`config.mk`:
```
export PLATFORM = sky130hd
export DESIGN_NAME = tmg_gate
export DESIGN_NICKNAME = d
export VERILOG_FILES = /design/src/tmg_pkg.sv /design/src/tmg_ptrn_check.sv /design/src/tmg_gate.sv
export SDC_FILE = /design/constraint.sdc
export NUM_CORES = 1
export LEC_CHECK = 0
export ABC_CLOCK_PERIOD_IN_PS = 21800
export BUFFER_PORTS_ARGS = -buffer_cell sky130_fd_sc_hd__buf_4
export CAP_MARGIN = 0
export CORE_MARGIN = 8
export CORE_UTILIZATION = 60
export CTS_BUF_LIST = sky130_fd_sc_hd__clkbuf_16
export DETAILED_ROUTE_END_ITERATION = 16
export PLACE_DENSITY = 0.86
export SYNTH_ARGS = -nofsm -noshare
export SYNTH_HDL_FRONTEND = slang
export SYNTH_HIERARCHICAL = 1
export SYNTH_SLANG_ARGS = --single-unit
```
`constraint.sdc`:
```
create_clock -name mclk -period 21.8 [get_ports mclk]
set_input_delay 4.36 -clock mclk [delete_from_list [all_inputs] [get_ports mclk]]
set_output_delay 4.36 -clock mclk [all_outputs]
set_load 0.02 [all_outputs]
```
`src/tmg_pkg.sv`:
```
// Purpose: shared constants and types for the touch interrupt and multi-touch gate
// Assumes: eight sense inputs, 8-bit registers on a plain address port
// Notes: offsets are byte addresses of the register port
package tmg_pkg;
    localparam int NUM_INPUTS = 8;
    localparam int DELTA_W = 8;

    // register offsets
    localparam logic [7:0] ADDR_IRQ_EN = 8'h27;
    localparam logic [7:0] ADDR_RPT_EN = 8'h28;
    localparam logic [7:0] ADDR_MT_CFG = 8'h2A;
    localparam logic [7:0] ADDR_PTRN_CFG = 8'h2B;
    localparam logic [7:0] ADDR_PTRN = 8'h2D;
    localparam logic [7:0] ADDR_STATUS = 8'h40;
    localparam logic [7:0] ADDR_TOUCH = 8'h41;

    // reset values
    localparam logic [7:0] RST_IRQ_EN = 8'hFF;
    localparam logic [7:0] RST_RPT_EN = 8'hFF;
    localparam logic [7:0] RST_MT_CFG = 8'h80;
    localparam logic [7:0] RST_PTRN_CFG = 8'h00;
    localparam logic [7:0] RST_PTRN = 8'hFF;

    // field positions
    localparam int MT_BLK_BIT = 7;
    localparam int MT_LIM_LSB = 2;
    localparam int PC_EN_BIT = 7;
    localparam int PC_TH_LSB = 2;
    localparam int PC_CMP_BIT = 1;
    localparam int PC_ALERT_BIT = 0;
    localparam int ST_IRQ_BIT = 0;
    localparam int ST_SIMULTANEOUS_TOUCH_FLAG_BIT = 1;
    localparam int ST_PTRN_BIT = 2;

    // pattern threshold scale codes
    localparam logic [1:0] PTH_12P5 = 2'h0;
    localparam logic [1:0] PTH_25 = 2'h1;
    localparam logic [1:0] PTH_37P5 = 2'h2;

    typedef struct packed {
        logic [NUM_INPUTS-1:0] touch;
        logic [NUM_INPUTS-1:0] release_ev;
        logic [NUM_INPUTS-1:0] held;
        logic [NUM_INPUTS-1:0] repeat_tick;
        logic [NUM_INPUTS-1:0] noise;
    } tmg_front_s;

    typedef struct packed {
        logic [7:0] addr;
        logic [7:0] wdata;
        logic wr;
        logic rd;
    } tmg_bus_s;

    typedef enum logic [1:0] {TMG_IDLE, TMG_NORMAL, TMG_PTRN_BLOCK} tmg_state_e;
endpackage : tmg_pkg

```
`src/tmg_ptrn_check.sv`:
```
// Purpose: pattern threshold and per-input exceed test
// Assumes: thresholds are 8-bit counts, deltas unsigned
// Notes: purely combinational, one instance per gate
`timescale 1ns/1ps
module tmg_ptrn_check import tmg_pkg::*; #(
    parameter int N = NUM_INPUTS,
    parameter int W = DELTA_W
) (
    input wire logic [N*W-1:0] delta,
    input wire logic [N*W-1:0] touch_thresh,
    input wire logic [W-1:0] standby_thresh,
    input wire logic standby,
    input wire logic [1:0] scale,
    output logic [N-1:0] over
);
    // scale a threshold; 37.5 percent is a quarter plus an eighth
    function automatic logic [W-1:0] scale_th(input logic [W-1:0] th, input logic [1:0] s);
        case (s)
            PTH_12P5: scale_th = th >> 3;
            PTH_25: scale_th = th >> 2;
            PTH_37P5: scale_th = (th >> 2) + (th >> 3);
            default: scale_th = th;
        endcase
    endfunction : scale_th

    genvar i;
    generate
        for (i = 0; i < N; i++) begin : g_in
            logic [W-1:0] base;
            // standby uses its own common threshold
            assign base = standby ? standby_thresh : touch_thresh[i*W +: W];
            assign over[i] = delta[i*W +: W] > scale_th(base, scale);
        end
    endgenerate
endmodule : tmg_ptrn_check

```
`src/tmg_gate.sv`:
```
// Purpose: qualifies touch events into status, interrupt and alert
// Assumes: front-end strobes are one-cycle pulses once per polling cycle
// Notes: irq_n and alert_n are active-low levels from flip-flops
//
// The implementer's own choice: strobed register access.
`timescale 1ns/1ps
////////////////////////////////////////////////////////////////////////////////
// Overview of operation
// (RL1) set touch irq enable bit lets a touch on that input assert irq
// (RL2) cleared enable keeps irq quiet but status still shows the touch
// (RL3) repeat off: irq on touch and on release if release irq selected
// (RL4) repeat on, short touch: irq on touch and gated release
// (RL5) repeat on, held: irq on touch and every repeat tick while held
// (RL6) repeat enable register, bit per input, resets all ones
// (RL7) blocking disabled: no touch is ever blocked; the code still clears all touches while a pattern condition holds
// (RL8) blocking enabled: flag at most limit touches, keep them until release
// (RL9) after a release, refill accepted set from input 1 upward
// (RL10) limit field 00..11 means 1..4 touches, resets to one
// (RL11) too many touches with blocking sets the simultaneous touch flag
// (RL12) pattern detection only when its enable is set, reset disabled
// (RL13) pattern threshold scale: 12.5, 25, 37.5, 100 percent
// (RL14) pattern threshold from touch threshold, or standby threshold in standby
// (RL15) count mode: event when enough inputs over threshold or noisy
// (RL16) compare mode: event when every selected input over or noisy
// (RL17) pattern event blocks all touches and sets pattern flag
// (RL18) all blocked while condition holds, released when it ends
// (RL19) pattern flag stays until host clears irq flag after condition ends
// (RL20) alert enable decides whether a pattern event asserts alert
// (RL21) pattern register bit per input, resets all ones
// (RL22) front-end results are evaluated once per polling cycle strobe
module tmg_gate import tmg_pkg::*; #(
    parameter int N = NUM_INPUTS,
    parameter int W = DELTA_W
) (
    input wire logic mclk,
    input wire logic reset_n,
    input wire logic clk_en,
    input wire logic poll_strobe,
    input wire tmg_front_s front,
    input wire logic [N*W-1:0] delta,
    input wire logic [N*W-1:0] touch_thresh,
    input wire logic [W-1:0] standby_thresh,
    input wire logic standby,
    input wire logic release_irq_select,
    input wire tmg_bus_s bus,
    output logic [7:0] rdata,
    output logic [N-1:0] touch_status,
    output logic irq_n,
    output logic alert_n
);
    logic [7:0] irq_en_q, rpt_en_q, mt_cfg_q, pc_cfg_q, ptrn_q;
    logic [N-1:0] accepted_q, accepted_d, touched_q, touched_d, over;
    logic simultaneous_touch_flag_q, ptrn_flag_q, irq_flag_q, alert_q;
    logic ptrn_cond, ptrn_cond_q, irq_event, simultaneous_touch_flag_event, clear_irq;
    logic [3:0] ptrn_need, ptrn_have;
    tmg_state_e state_q;

    // count set bits, used for pattern need and have
    function automatic logic [3:0] popcount(input logic [N-1:0] v);
        popcount = 4'h0;
        for (int k = 0; k < N; k++) popcount = popcount + {3'h0, v[k]};
    endfunction : popcount

    ////////////////////////////////////////////////////////////////////////////
    // register writes
    always_ff @(posedge mclk or negedge reset_n) begin
        if (!reset_n) begin
            irq_en_q <= RST_IRQ_EN; // see RL1
            rpt_en_q <= RST_RPT_EN; // see RL6
            mt_cfg_q <= RST_MT_CFG; // see RL10
            pc_cfg_q <= RST_PTRN_CFG; // see RL12
            ptrn_q <= RST_PTRN; // see RL21
        end else if (clk_en && bus.wr) begin
            case (bus.addr)
                ADDR_IRQ_EN: irq_en_q <= bus.wdata;
                ADDR_RPT_EN: rpt_en_q <= bus.wdata;
                ADDR_MT_CFG: mt_cfg_q <= bus.wdata & RST_MT_CFG | bus.wdata & 8'h0C;
                ADDR_PTRN_CFG: pc_cfg_q <= bus.wdata & 8'h8F;
                ADDR_PTRN: ptrn_q <= bus.wdata;
                default: ;
            endcase
        end
    end

    // read data one cycle after the strobe; unmapped reads give zero
    always_ff @(posedge mclk or negedge reset_n) begin
        if (!reset_n) begin
            rdata <= 8'h00;
        end else if (clk_en) begin
            if (bus.rd) begin
                case (bus.addr)
                    ADDR_IRQ_EN: rdata <= irq_en_q;
                    ADDR_RPT_EN: rdata <= rpt_en_q;
                    ADDR_MT_CFG: rdata <= mt_cfg_q;
                    ADDR_PTRN_CFG: rdata <= pc_cfg_q;
                    ADDR_PTRN: rdata <= ptrn_q;
                    ADDR_STATUS: rdata <= {5'h00, ptrn_flag_q, simultaneous_touch_flag_q, irq_flag_q};
                    ADDR_TOUCH: rdata <= touched_q;
                    default: rdata <= 8'h00;
                endcase
            end else begin
                rdata <= 8'h00;
            end
        end
    end

    ////////////////////////////////////////////////////////////////////////////
    // pattern condition
    tmg_ptrn_check #(.N(N), .W(W)) u_check (
        .delta(delta),
        .touch_thresh(touch_thresh),
        .standby_thresh(standby_thresh),
        .standby(standby), // see RL14
        .scale(pc_cfg_q[PC_TH_LSB +: 2]), // see RL13
        .over(over)
    );

    assign ptrn_need = popcount(ptrn_q);
    assign ptrn_have = popcount(over | front.noise);
    // compare mode needs every selected input; count mode needs enough inputs
    always_comb begin
        if (!pc_cfg_q[PC_EN_BIT]) ptrn_cond = 1'b0; // see RL12
        else if (pc_cfg_q[PC_CMP_BIT]) ptrn_cond = ((over | front.noise) & ptrn_q) == ptrn_q; // see RL16
        else ptrn_cond = ptrn_have >= ptrn_need; // see RL15
    end

    // block state follows the condition, sampled per polling cycle
    always_ff @(posedge mclk or negedge reset_n) begin
        if (!reset_n) begin
            state_q <= TMG_IDLE;
            ptrn_cond_q <= 1'b0;
        end else if (clk_en && poll_strobe) begin // see RL22
            ptrn_cond_q <= ptrn_cond;
            case (state_q)
                TMG_IDLE: state_q <= ptrn_cond ? TMG_PTRN_BLOCK : TMG_NORMAL;
                TMG_NORMAL: if (ptrn_cond) state_q <= TMG_PTRN_BLOCK; // see RL17
                TMG_PTRN_BLOCK: if (!ptrn_cond) state_q <= TMG_NORMAL; // see RL18
                default: state_q <= TMG_NORMAL;
            endcase
        end
    end

    ////////////////////////////////////////////////////////////////////////////
    // simultaneous-touch acceptance: keep held accepted, refill from input 1
    always_comb begin
        int lim;
        int cnt;
        lim = 0;
        cnt = 0;
        touched_d = front.held | front.touch;
        accepted_d = accepted_q & touched_d; // see RL8
        simultaneous_touch_flag_event = 1'b0;
        lim = int'(mt_cfg_q[MT_LIM_LSB +: 2]) + 1; // see RL10
        if (!mt_cfg_q[MT_BLK_BIT]) begin
            accepted_d = touched_d; // see RL7
        end else begin
            cnt = int'(popcount(accepted_d));
            for (int k = 0; k < N; k++) begin
                if (touched_d[k] && !accepted_d[k]) begin
                    if (cnt < lim) begin
                        accepted_d[k] = 1'b1; // see RL9
                        cnt = cnt + 1;
                    end else begin
                        simultaneous_touch_flag_event = 1'b1; // see RL11
                    end
                end
            end
        end
        // live condition, so touches come back in the first poll after it ends
        if (ptrn_cond) accepted_d = '0; // see RL17 see RL18
    end

    always_ff @(posedge mclk or negedge reset_n) begin
        if (!reset_n) begin
            accepted_q <= '0;
            touched_q <= '0;
        end else if (clk_en && poll_strobe) begin
            accepted_q <= accepted_d;
            touched_q <= touched_d;
        end
    end
    assign touch_status = accepted_q;

    ////////////////////////////////////////////////////////////////////////////
    // per-input interrupt causes, gated only by enable; status is not
    logic [N-1:0] cause;
    genvar g;
    generate
        for (g = 0; g < N; g++) begin : g_cause
            logic new_t, rel, rpt;
            assign new_t = accepted_d[g] && !accepted_q[g]; // see RL3
            assign rel = accepted_q[g] && front.release_ev[g] && release_irq_select; // see RL4
            assign rpt = rpt_en_q[g] && accepted_d[g] && front.held[g] && front.repeat_tick[g]; // see RL5
            assign cause[g] = irq_en_q[g] && (new_t || rel || rpt); // see RL1 see RL2
        end
    endgenerate

    assign irq_event = poll_strobe && |cause;
    assign clear_irq = bus.wr && bus.addr == ADDR_STATUS && !bus.wdata[ST_IRQ_BIT];

    // sticky flags; a new event wins over a host clear in the same cycle
    always_ff @(posedge mclk or negedge reset_n) begin
        if (!reset_n) begin
            irq_flag_q <= 1'b0;
            simultaneous_touch_flag_q <= 1'b0;
            ptrn_flag_q <= 1'b0;
            alert_q <= 1'b0;
        end else if (clk_en) begin
            if (clear_irq) begin
                irq_flag_q <= 1'b0;
                simultaneous_touch_flag_q <= 1'b0;
                alert_q <= 1'b0;
                if (!ptrn_cond_q) ptrn_flag_q <= 1'b0; // see RL19
            end
            if (irq_event) irq_flag_q <= 1'b1;
            if (poll_strobe && simultaneous_touch_flag_event) simultaneous_touch_flag_q <= 1'b1; // see RL11
            if (poll_strobe && ptrn_cond) begin
                ptrn_flag_q <= 1'b1; // see RL17
                if (pc_cfg_q[PC_ALERT_BIT]) alert_q <= 1'b1; // see RL20
            end
        end
    end

    assign irq_n = !irq_flag_q;
    assign alert_n = !alert_q;

    ////////////////////////////////////////////////////////////////////////////
    // checks
    property p_irq_disabled;
        @(posedge mclk) disable iff (!reset_n)
        (clk_en && poll_strobe && (irq_en_q & (accepted_d | accepted_q)) == '0 && !irq_flag_q && !clear_irq)
            |=> irq_n;
    endproperty
    a_irq_disabled: assert property (p_irq_disabled) else $error("irq with all enables off"); // see RL2

    property p_irq_on_touch;
        @(posedge mclk) disable iff (!reset_n)
        (clk_en && irq_event) |=> !irq_n;
    endproperty
    a_irq_on_touch: assert property (p_irq_on_touch) else $error("irq event lost"); // see RL1

    property p_no_block;
        @(posedge mclk) disable iff (!reset_n)
        (clk_en && poll_strobe && !mt_cfg_q[MT_BLK_BIT] && !ptrn_cond && state_q != TMG_PTRN_BLOCK)
            |=> touch_status == $past(front.held | front.touch);
    endproperty
    a_no_block: assert property (p_no_block) else $error("touch blocked with blocking off"); // see RL7

    property p_limit;
        @(posedge mclk) disable iff (!reset_n)
        mt_cfg_q[MT_BLK_BIT] |-> popcount(accepted_q) <= 4'(mt_cfg_q[MT_LIM_LSB +: 2]) + 4'h1;
    endproperty
    a_limit: assert property (p_limit) else $error("accepted above limit"); // see RL8

    property p_simultaneous_touch_flag;
        @(posedge mclk) disable iff (!reset_n)
        (clk_en && poll_strobe && simultaneous_touch_flag_event) |=> simultaneous_touch_flag_q;
    endproperty
    a_simultaneous_touch_flag: assert property (p_simultaneous_touch_flag) else $error("multi flag not set"); // see RL11

    property p_ptrn_off;
        @(posedge mclk) disable iff (!reset_n)
        !pc_cfg_q[PC_EN_BIT] |-> !ptrn_cond;
    endproperty
    a_ptrn_off: assert property (p_ptrn_off) else $error("pattern active while disabled"); // see RL12

    property p_ptrn_block;
        @(posedge mclk) disable iff (!reset_n)
        (clk_en && poll_strobe && ptrn_cond) |=> (touch_status == '0 && ptrn_flag_q);
    endproperty
    a_ptrn_block: assert property (p_ptrn_block) else $error("pattern did not block"); // see RL17

    property p_ptrn_hold;
        @(posedge mclk) disable iff (!reset_n)
        (ptrn_flag_q && ptrn_cond_q) |=> ptrn_flag_q;
    endproperty
    a_ptrn_hold: assert property (p_ptrn_hold) else $error("pattern flag cleared early"); // see RL19

    property p_alert;
        @(posedge mclk) disable iff (!reset_n)
        (clk_en && poll_strobe && ptrn_cond && !pc_cfg_q[PC_ALERT_BIT] && alert_n) |=> alert_n;
    endproperty
    a_alert: assert property (p_alert) else $error("alert with alert disabled"); // see RL20

    property p_rel_irq;
        @(posedge mclk) disable iff (!reset_n)
        (clk_en && poll_strobe && release_irq_select && (accepted_q & front.release_ev & irq_en_q) != '0)
            |=> !irq_n;
    endproperty
    a_rel_irq: assert property (p_rel_irq) else $error("release irq lost"); // see RL4

    // a tick on a repeat-disabled input alone must stay quiet
    property p_rpt_gated;
        @(posedge mclk) disable iff (!reset_n)
        (clk_en && poll_strobe && !irq_flag_q && !clear_irq && accepted_d == accepted_q
            && front.repeat_tick != '0 && (front.repeat_tick & rpt_en_q) == '0
            && !(release_irq_select && (front.release_ev & accepted_q) != '0)) |=> irq_n;
    endproperty
    a_rpt_gated: assert property (p_rpt_gated) else $error("irq from repeat tick with repeat off"); // see RL3

    property p_rpt_tick;
        @(posedge mclk) disable iff (!reset_n)
        (clk_en && poll_strobe && (rpt_en_q & irq_en_q & accepted_d & front.held & front.repeat_tick) != '0) |=> !irq_n;
    endproperty
    a_rpt_tick: assert property (p_rpt_tick) else $error("repeat tick irq lost"); // see RL5

    property p_refill;
        @(posedge mclk) disable iff (!reset_n)
        (clk_en && poll_strobe && mt_cfg_q[MT_BLK_BIT] && mt_cfg_q[MT_LIM_LSB +: 2] == 2'h0 && accepted_q == '0
            && !ptrn_cond) |=> touch_status == ($past(touched_d) & (~$past(touched_d) + 1'b1));
    endproperty
    a_refill: assert property (p_refill) else $error("refill not from input 1 upward"); // see RL9

    property p_no_simultaneous_touch_flag;
        @(posedge mclk) disable iff (!reset_n)
        (clk_en && poll_strobe && !mt_cfg_q[MT_BLK_BIT]) |-> !simultaneous_touch_flag_event;
    endproperty
    a_no_simultaneous_touch_flag: assert property (p_no_simultaneous_touch_flag) else $error("multi event with blocking off"); // see RL7

    property p_ptrn_cmp;
        @(posedge mclk) disable iff (!reset_n)
        (pc_cfg_q[PC_EN_BIT] && pc_cfg_q[PC_CMP_BIT] && ((over | front.noise) & ptrn_q) != ptrn_q)
            |-> !ptrn_cond;
    endproperty
    a_ptrn_cmp: assert property (p_ptrn_cmp) else $error("pattern match without every input"); // see RL16

    property p_ptrn_cnt;
        @(posedge mclk) disable iff (!reset_n)
        (pc_cfg_q[PC_EN_BIT] && !pc_cfg_q[PC_CMP_BIT] && $countones(over | front.noise) < $countones(ptrn_q))
            |-> !ptrn_cond;
    endproperty
    a_ptrn_cnt: assert property (p_ptrn_cnt) else $error("pattern count below need"); // see RL15

    property p_ptrn_release;
        @(posedge mclk) disable iff (!reset_n)
        (clk_en && poll_strobe && !ptrn_cond && state_q == TMG_PTRN_BLOCK && (front.touch | front.held) != '0)
            |=> touch_status != '0;
    endproperty
    a_ptrn_release: assert property (p_ptrn_release) else $error("touches still blocked"); // see RL18

    property p_alert_on;
        @(posedge mclk) disable iff (!reset_n)
        (clk_en && poll_strobe && ptrn_cond && pc_cfg_q[PC_ALERT_BIT]) |=> !alert_n;
    endproperty
    a_alert_on: assert property (p_alert_on) else $error("alert missing"); // see RL20

    property p_ptrn_clear;
        @(posedge mclk) disable iff (!reset_n)
        (clk_en && clear_irq && !ptrn_cond_q && !(poll_strobe && ptrn_cond)) |=> !ptrn_flag_q;
    endproperty
    a_ptrn_clear: assert property (p_ptrn_clear) else $error("pattern flag not cleared"); // see RL19

    property p_irq_clear;
        @(posedge mclk) disable iff (!reset_n)
        (clk_en && clear_irq && !irq_event) |=> irq_n;
    endproperty
    a_irq_clear: assert property (p_irq_clear) else $error("irq not cleared"); // see RL19
endmodule : tmg_gate

```
==> metrics.md <==
| Metric | Value |
|---|---|
| Reg2reg setup slack | 6.41 ns |
| Mux cell area share after synthesis | around 12% |
| Post-route setup TNS | 0 ns |
| Min Tclk post-route | between 15 and 20 ns |
| Kind of cell adding the most delay to the critical path | adder cells |
| Top Ports | 218 |
| Crit-path max cell delay | 0.83 ns |
| Synthesized area | approximately 0.011 mm² |
| CP endpoint kind | flip-flop |
| Syn_area_per_cell | 8.29 µm² |
| Synth Area in Simple Gates | around 16% |
| Synthesized flop and latch total | approximately 60 |
| DRC | 0 |
| Drt total wl | 34400 µm |
| Number of synthesized flops with an enable pin | 0 |
| P&R area growth vs syn | 19.1% |
| Relative slew slack | 23.5% |
| Initial Utilization | about three fifths |
| R2r endpoint | irq_flag_q$_DFFE_PN0P_ |
| Largest net degree at the start of global routing | 62 |
| Cts hold-fix bufs | 0 |
| Sequential cell area fraction in the yosys report | 14.7% |
| Clk buf depth | 2 |
| Fmax | 51.6 MHz |
| Post-Syn Nets | 1647 |
| Initial antenna violation count | 1 |
| Final Util | 72.9% |
| CTS Buf Count | 9 |
| Post-synthesis xor/xnor area fraction | 3.80% |
| DIE AREA | 0.0222 mm² |
| Vias in the first global route | approximately 11000 |
| Initial detailed-routing violation count | 1142 |
| Synth cell types | 90 |
| Clk_skew | between 0.005 and 0.006 ns |
| Min-delay worst type | flip-flop to flip-flop |
| Largest family of logic cells by synthesized area | compound AO/OA/AOI/OAI gates |
| PostCTS Resize Cnt | 0 |
| Via density | 6.52 |
| RSZ-0062 raised after global routing | false |
| Die height | between 100 and 150 µm |
| Routability cong. | slightly above 1 |
| Fill count | 1357 |
| # rows | 48 |
| IO buf count | roughly 220 |
| Hold depth | 1 |
| Compound-gate portion of the synthesized area | 25.1% |
| First-pass GRT wire length | 54600 µm |
| Slew @ Worst Pin | about 1.1 ns |
| Ys async rst share | between 90% and 100% |
| Run status | finished, final reports clean |
| Core ar. | 0.0173 mm² |
| R2R cell count | between 50 and 60 |
| Crit path launch type | primary input |
| Number of setup violations in the final report | 0 |
| Die Span X | around 150 µm |
| Prevailing post-synth register cell | dfrtp_1 |
| Critical Path RT | 22.08 ns |
| DR vias | around 11000 |
| Antenna-violating nets left | 0 |
| Clock latency on the worst-skew pair | 0.34 ns |
| Syn Inst Count | 1278 |
| Max-slew violations | 0 |
| Worst Path Arrival | 19.64 ns |
| Final hold vios | 0 |
| Clk root buf | clkbuf_16 |
| Hpwl dp | 27400 µm |
| Slowest-stage cell, CP | nor4_1 |
| Period utilization | ~90% |
| WL/cell | 20.3 µm |
| Endpoint, Worst Hold | touched_q[7]$_DFFE_PN0P_ |
| Ys Warns | 6 |
| CP Class | primary input to flip-flop |
| DR pass1 iterations | 7 |
| Clk sinks | 61 |
| Fin nets | between 1500 and 2000 |
| Clock transition at path regs | 0.05 ns |
| Crit path max fanout | 8 |
| Reg-to-Reg Start | touch_status[3]$_DFFE_PN0P_ |
| Crit-path most repeated cell | ha_1 |
| Layout cells sized above 1 | 25.5% |
| CTS tree | yes |
| Crit path buffers/inverters | 3 |
| Max cap viols | 0 |
| Hold Crit Start | touched_q[7]$_DFFE_PN0P_ |
| Synthesized-area fraction occupied by adder cells | 21.4% |
| Gr usage total | 30.1% |
| Total grt overflow | 0 |
| H-tree level count | 3 |
| Post-CTS setup buffer count | 0 |
-- stage by stage --
step / setup WS, ns / hold slack (ns) / area [µm²] / cells
after floorplan: 4.32 / 0.444 / 10600 / 1278
after global placement: 3.13 / 0.456 / 12300 / 1675
after detailed placement: 2.41 / 0.465 / 12300 / 1675
after CTS: 2.69 / 0.479 / 12600 / 1691
after global routing: 1.49 / 0.486 / 12600 / 1692
final: 2.44 / 0.480 / 12600 / 1692
-- per-layer routing --
layer / routed length (µm) / global-route usage (%) / share of wire [%] / up-vias
li1: - / - / - / 5131
met1: 13700 / 36.1 / 40 / 5183
met2: 16000 / 50.6 / 47 / 613
met3: 3290 / 6.95 / 9.6 / 108
met4: 1360 / 13.3 / 4.0 / 0
met5: 0 / 0 / 0 / -
-- state kept, by name (all words and copies together) (netlist names), 3 cells and up --
signal / count
irq_en_q: 8
mt_cfg_q: 3
pc_cfg_q: 5
ptrn_q: 8
rdata: 8
rpt_en_q: 8
touch_status: 8
touched_q: 8
-- final cells by class --
class	count	area (µm²)	area share (%)
Tap cell	225	282	2.23
Inverter	119	447	3.54
Antenna cell	1	2.50	0.0198
Multi-Input combinational cell	1045	8330	66.0
Clock buffer	9	225	1.79
Timing Repair Buffer	225	1690	13.4
Sequential cell	61	1560	12.4
Clock inverter	7	81.3	0.645
-- Yosys cell counts, types with 31 or more instances --
library cell,n,share of area (%)
ha_1,149,18
nand2_1,113,4.0
inv_1,108,3.8
o21ai_0,84,4.0
a21oi_1,75,3.5
nor2_1,75,2.7
mux2_2,45,4.8
mux2i_1,38,3.6
dfrtp_1,36,8.5
nor3_1,36,1.7
nand3_1,34,1.6
a211oi_1,31,2.2
-- cells by family after synthesis --
family | after synthesis
AO/OA/AOI/OAI | 379
adder cells (fa/ha/maj) | 169
XOR/XNOR | 41
flip-flops | 61
AND/OR/NAND/NOR | 355
buffers and inverters | 172
multiplexers | 101
-- worst max path at each step --
stage	startpoint	endpoint	cells past startpoint	slack [ns]
6_report	front[35]	irq_flag_q$_DFFE_PN0P_	55	2.44
5_1_grt	front[35]	irq_flag_q$_DFFE_PN0P_	55	1.49
3_5_place_dp	front[35]	touch_status[7]$_DFFE_PN0P_	55	2.41
3_3_place_gp	front[35]	touch_status[7]$_DFFE_PN0P_	55	3.13
4_1_cts	front[35]	touch_status[7]$_DFFE_PN0P_	55	2.69
2_1_floorplan	front[33]	touch_status[7]$_DFFE_PN0P_	55	4.32
-- worst register-to-register path: cells and delay by family, from the launching register on --
family | cells | cell delay, ns
adders and majority gates | 13 | 4.33
muxes | 5 | 1.80
buffers and inverters | 2 | 0.10
and+or+nand+nor | 14 | 3.85
xor gates and xnor gates | 2 | 0.59
DFF | 1 | 0.49
AOI/OAI and AO/OA | 17 | 4.14
-- layout by cell type, fill, tap and decap left out, types with 8 or more instances in the layout --
| cell type | instances |
|---|---|
| nor3_1 | 36 |
| nand3_1 | 34 |
| o21ai_0 | 84 |
| ha_1 | 149 |
| mux2_2 | 45 |
| mux2i_1 | 38 |
| o31ai_1 | 13 |
| a21o_1 | 29 |
| dfrtp_1 | 34 |
| a31oi_1 | 12 |
| nand2_1 | 113 |
| inv_1 | 109 |
| a211oi_2 | 8 |
| nor2b_1 | 18 |
| mux4_2 | 17 |
| xnor2_1 | 30 |
| a21oi_1 | 75 |
| o221ai_1 | 9 |
| nand4b_1 | 12 |
| a211oi_1 | 31 |
| buf_4 | 225 |
| inv_2 | 10 |
| a221oi_1 | 8 |
| o21bai_1 | 13 |
| and2_1 | 8 |
| o211ai_1 | 9 |
| dfstp_2 | 25 |
| nor2_1 | 75 |
| clkbuf_16 | 9 |
| nand4_1 | 13 |
| fa_1 | 20 |
| and3_1 | 11 |
Power is left out: the tool's default activity adds up to more than one toggle a clock period on the data nets, which glitch-free logic cannot reach.
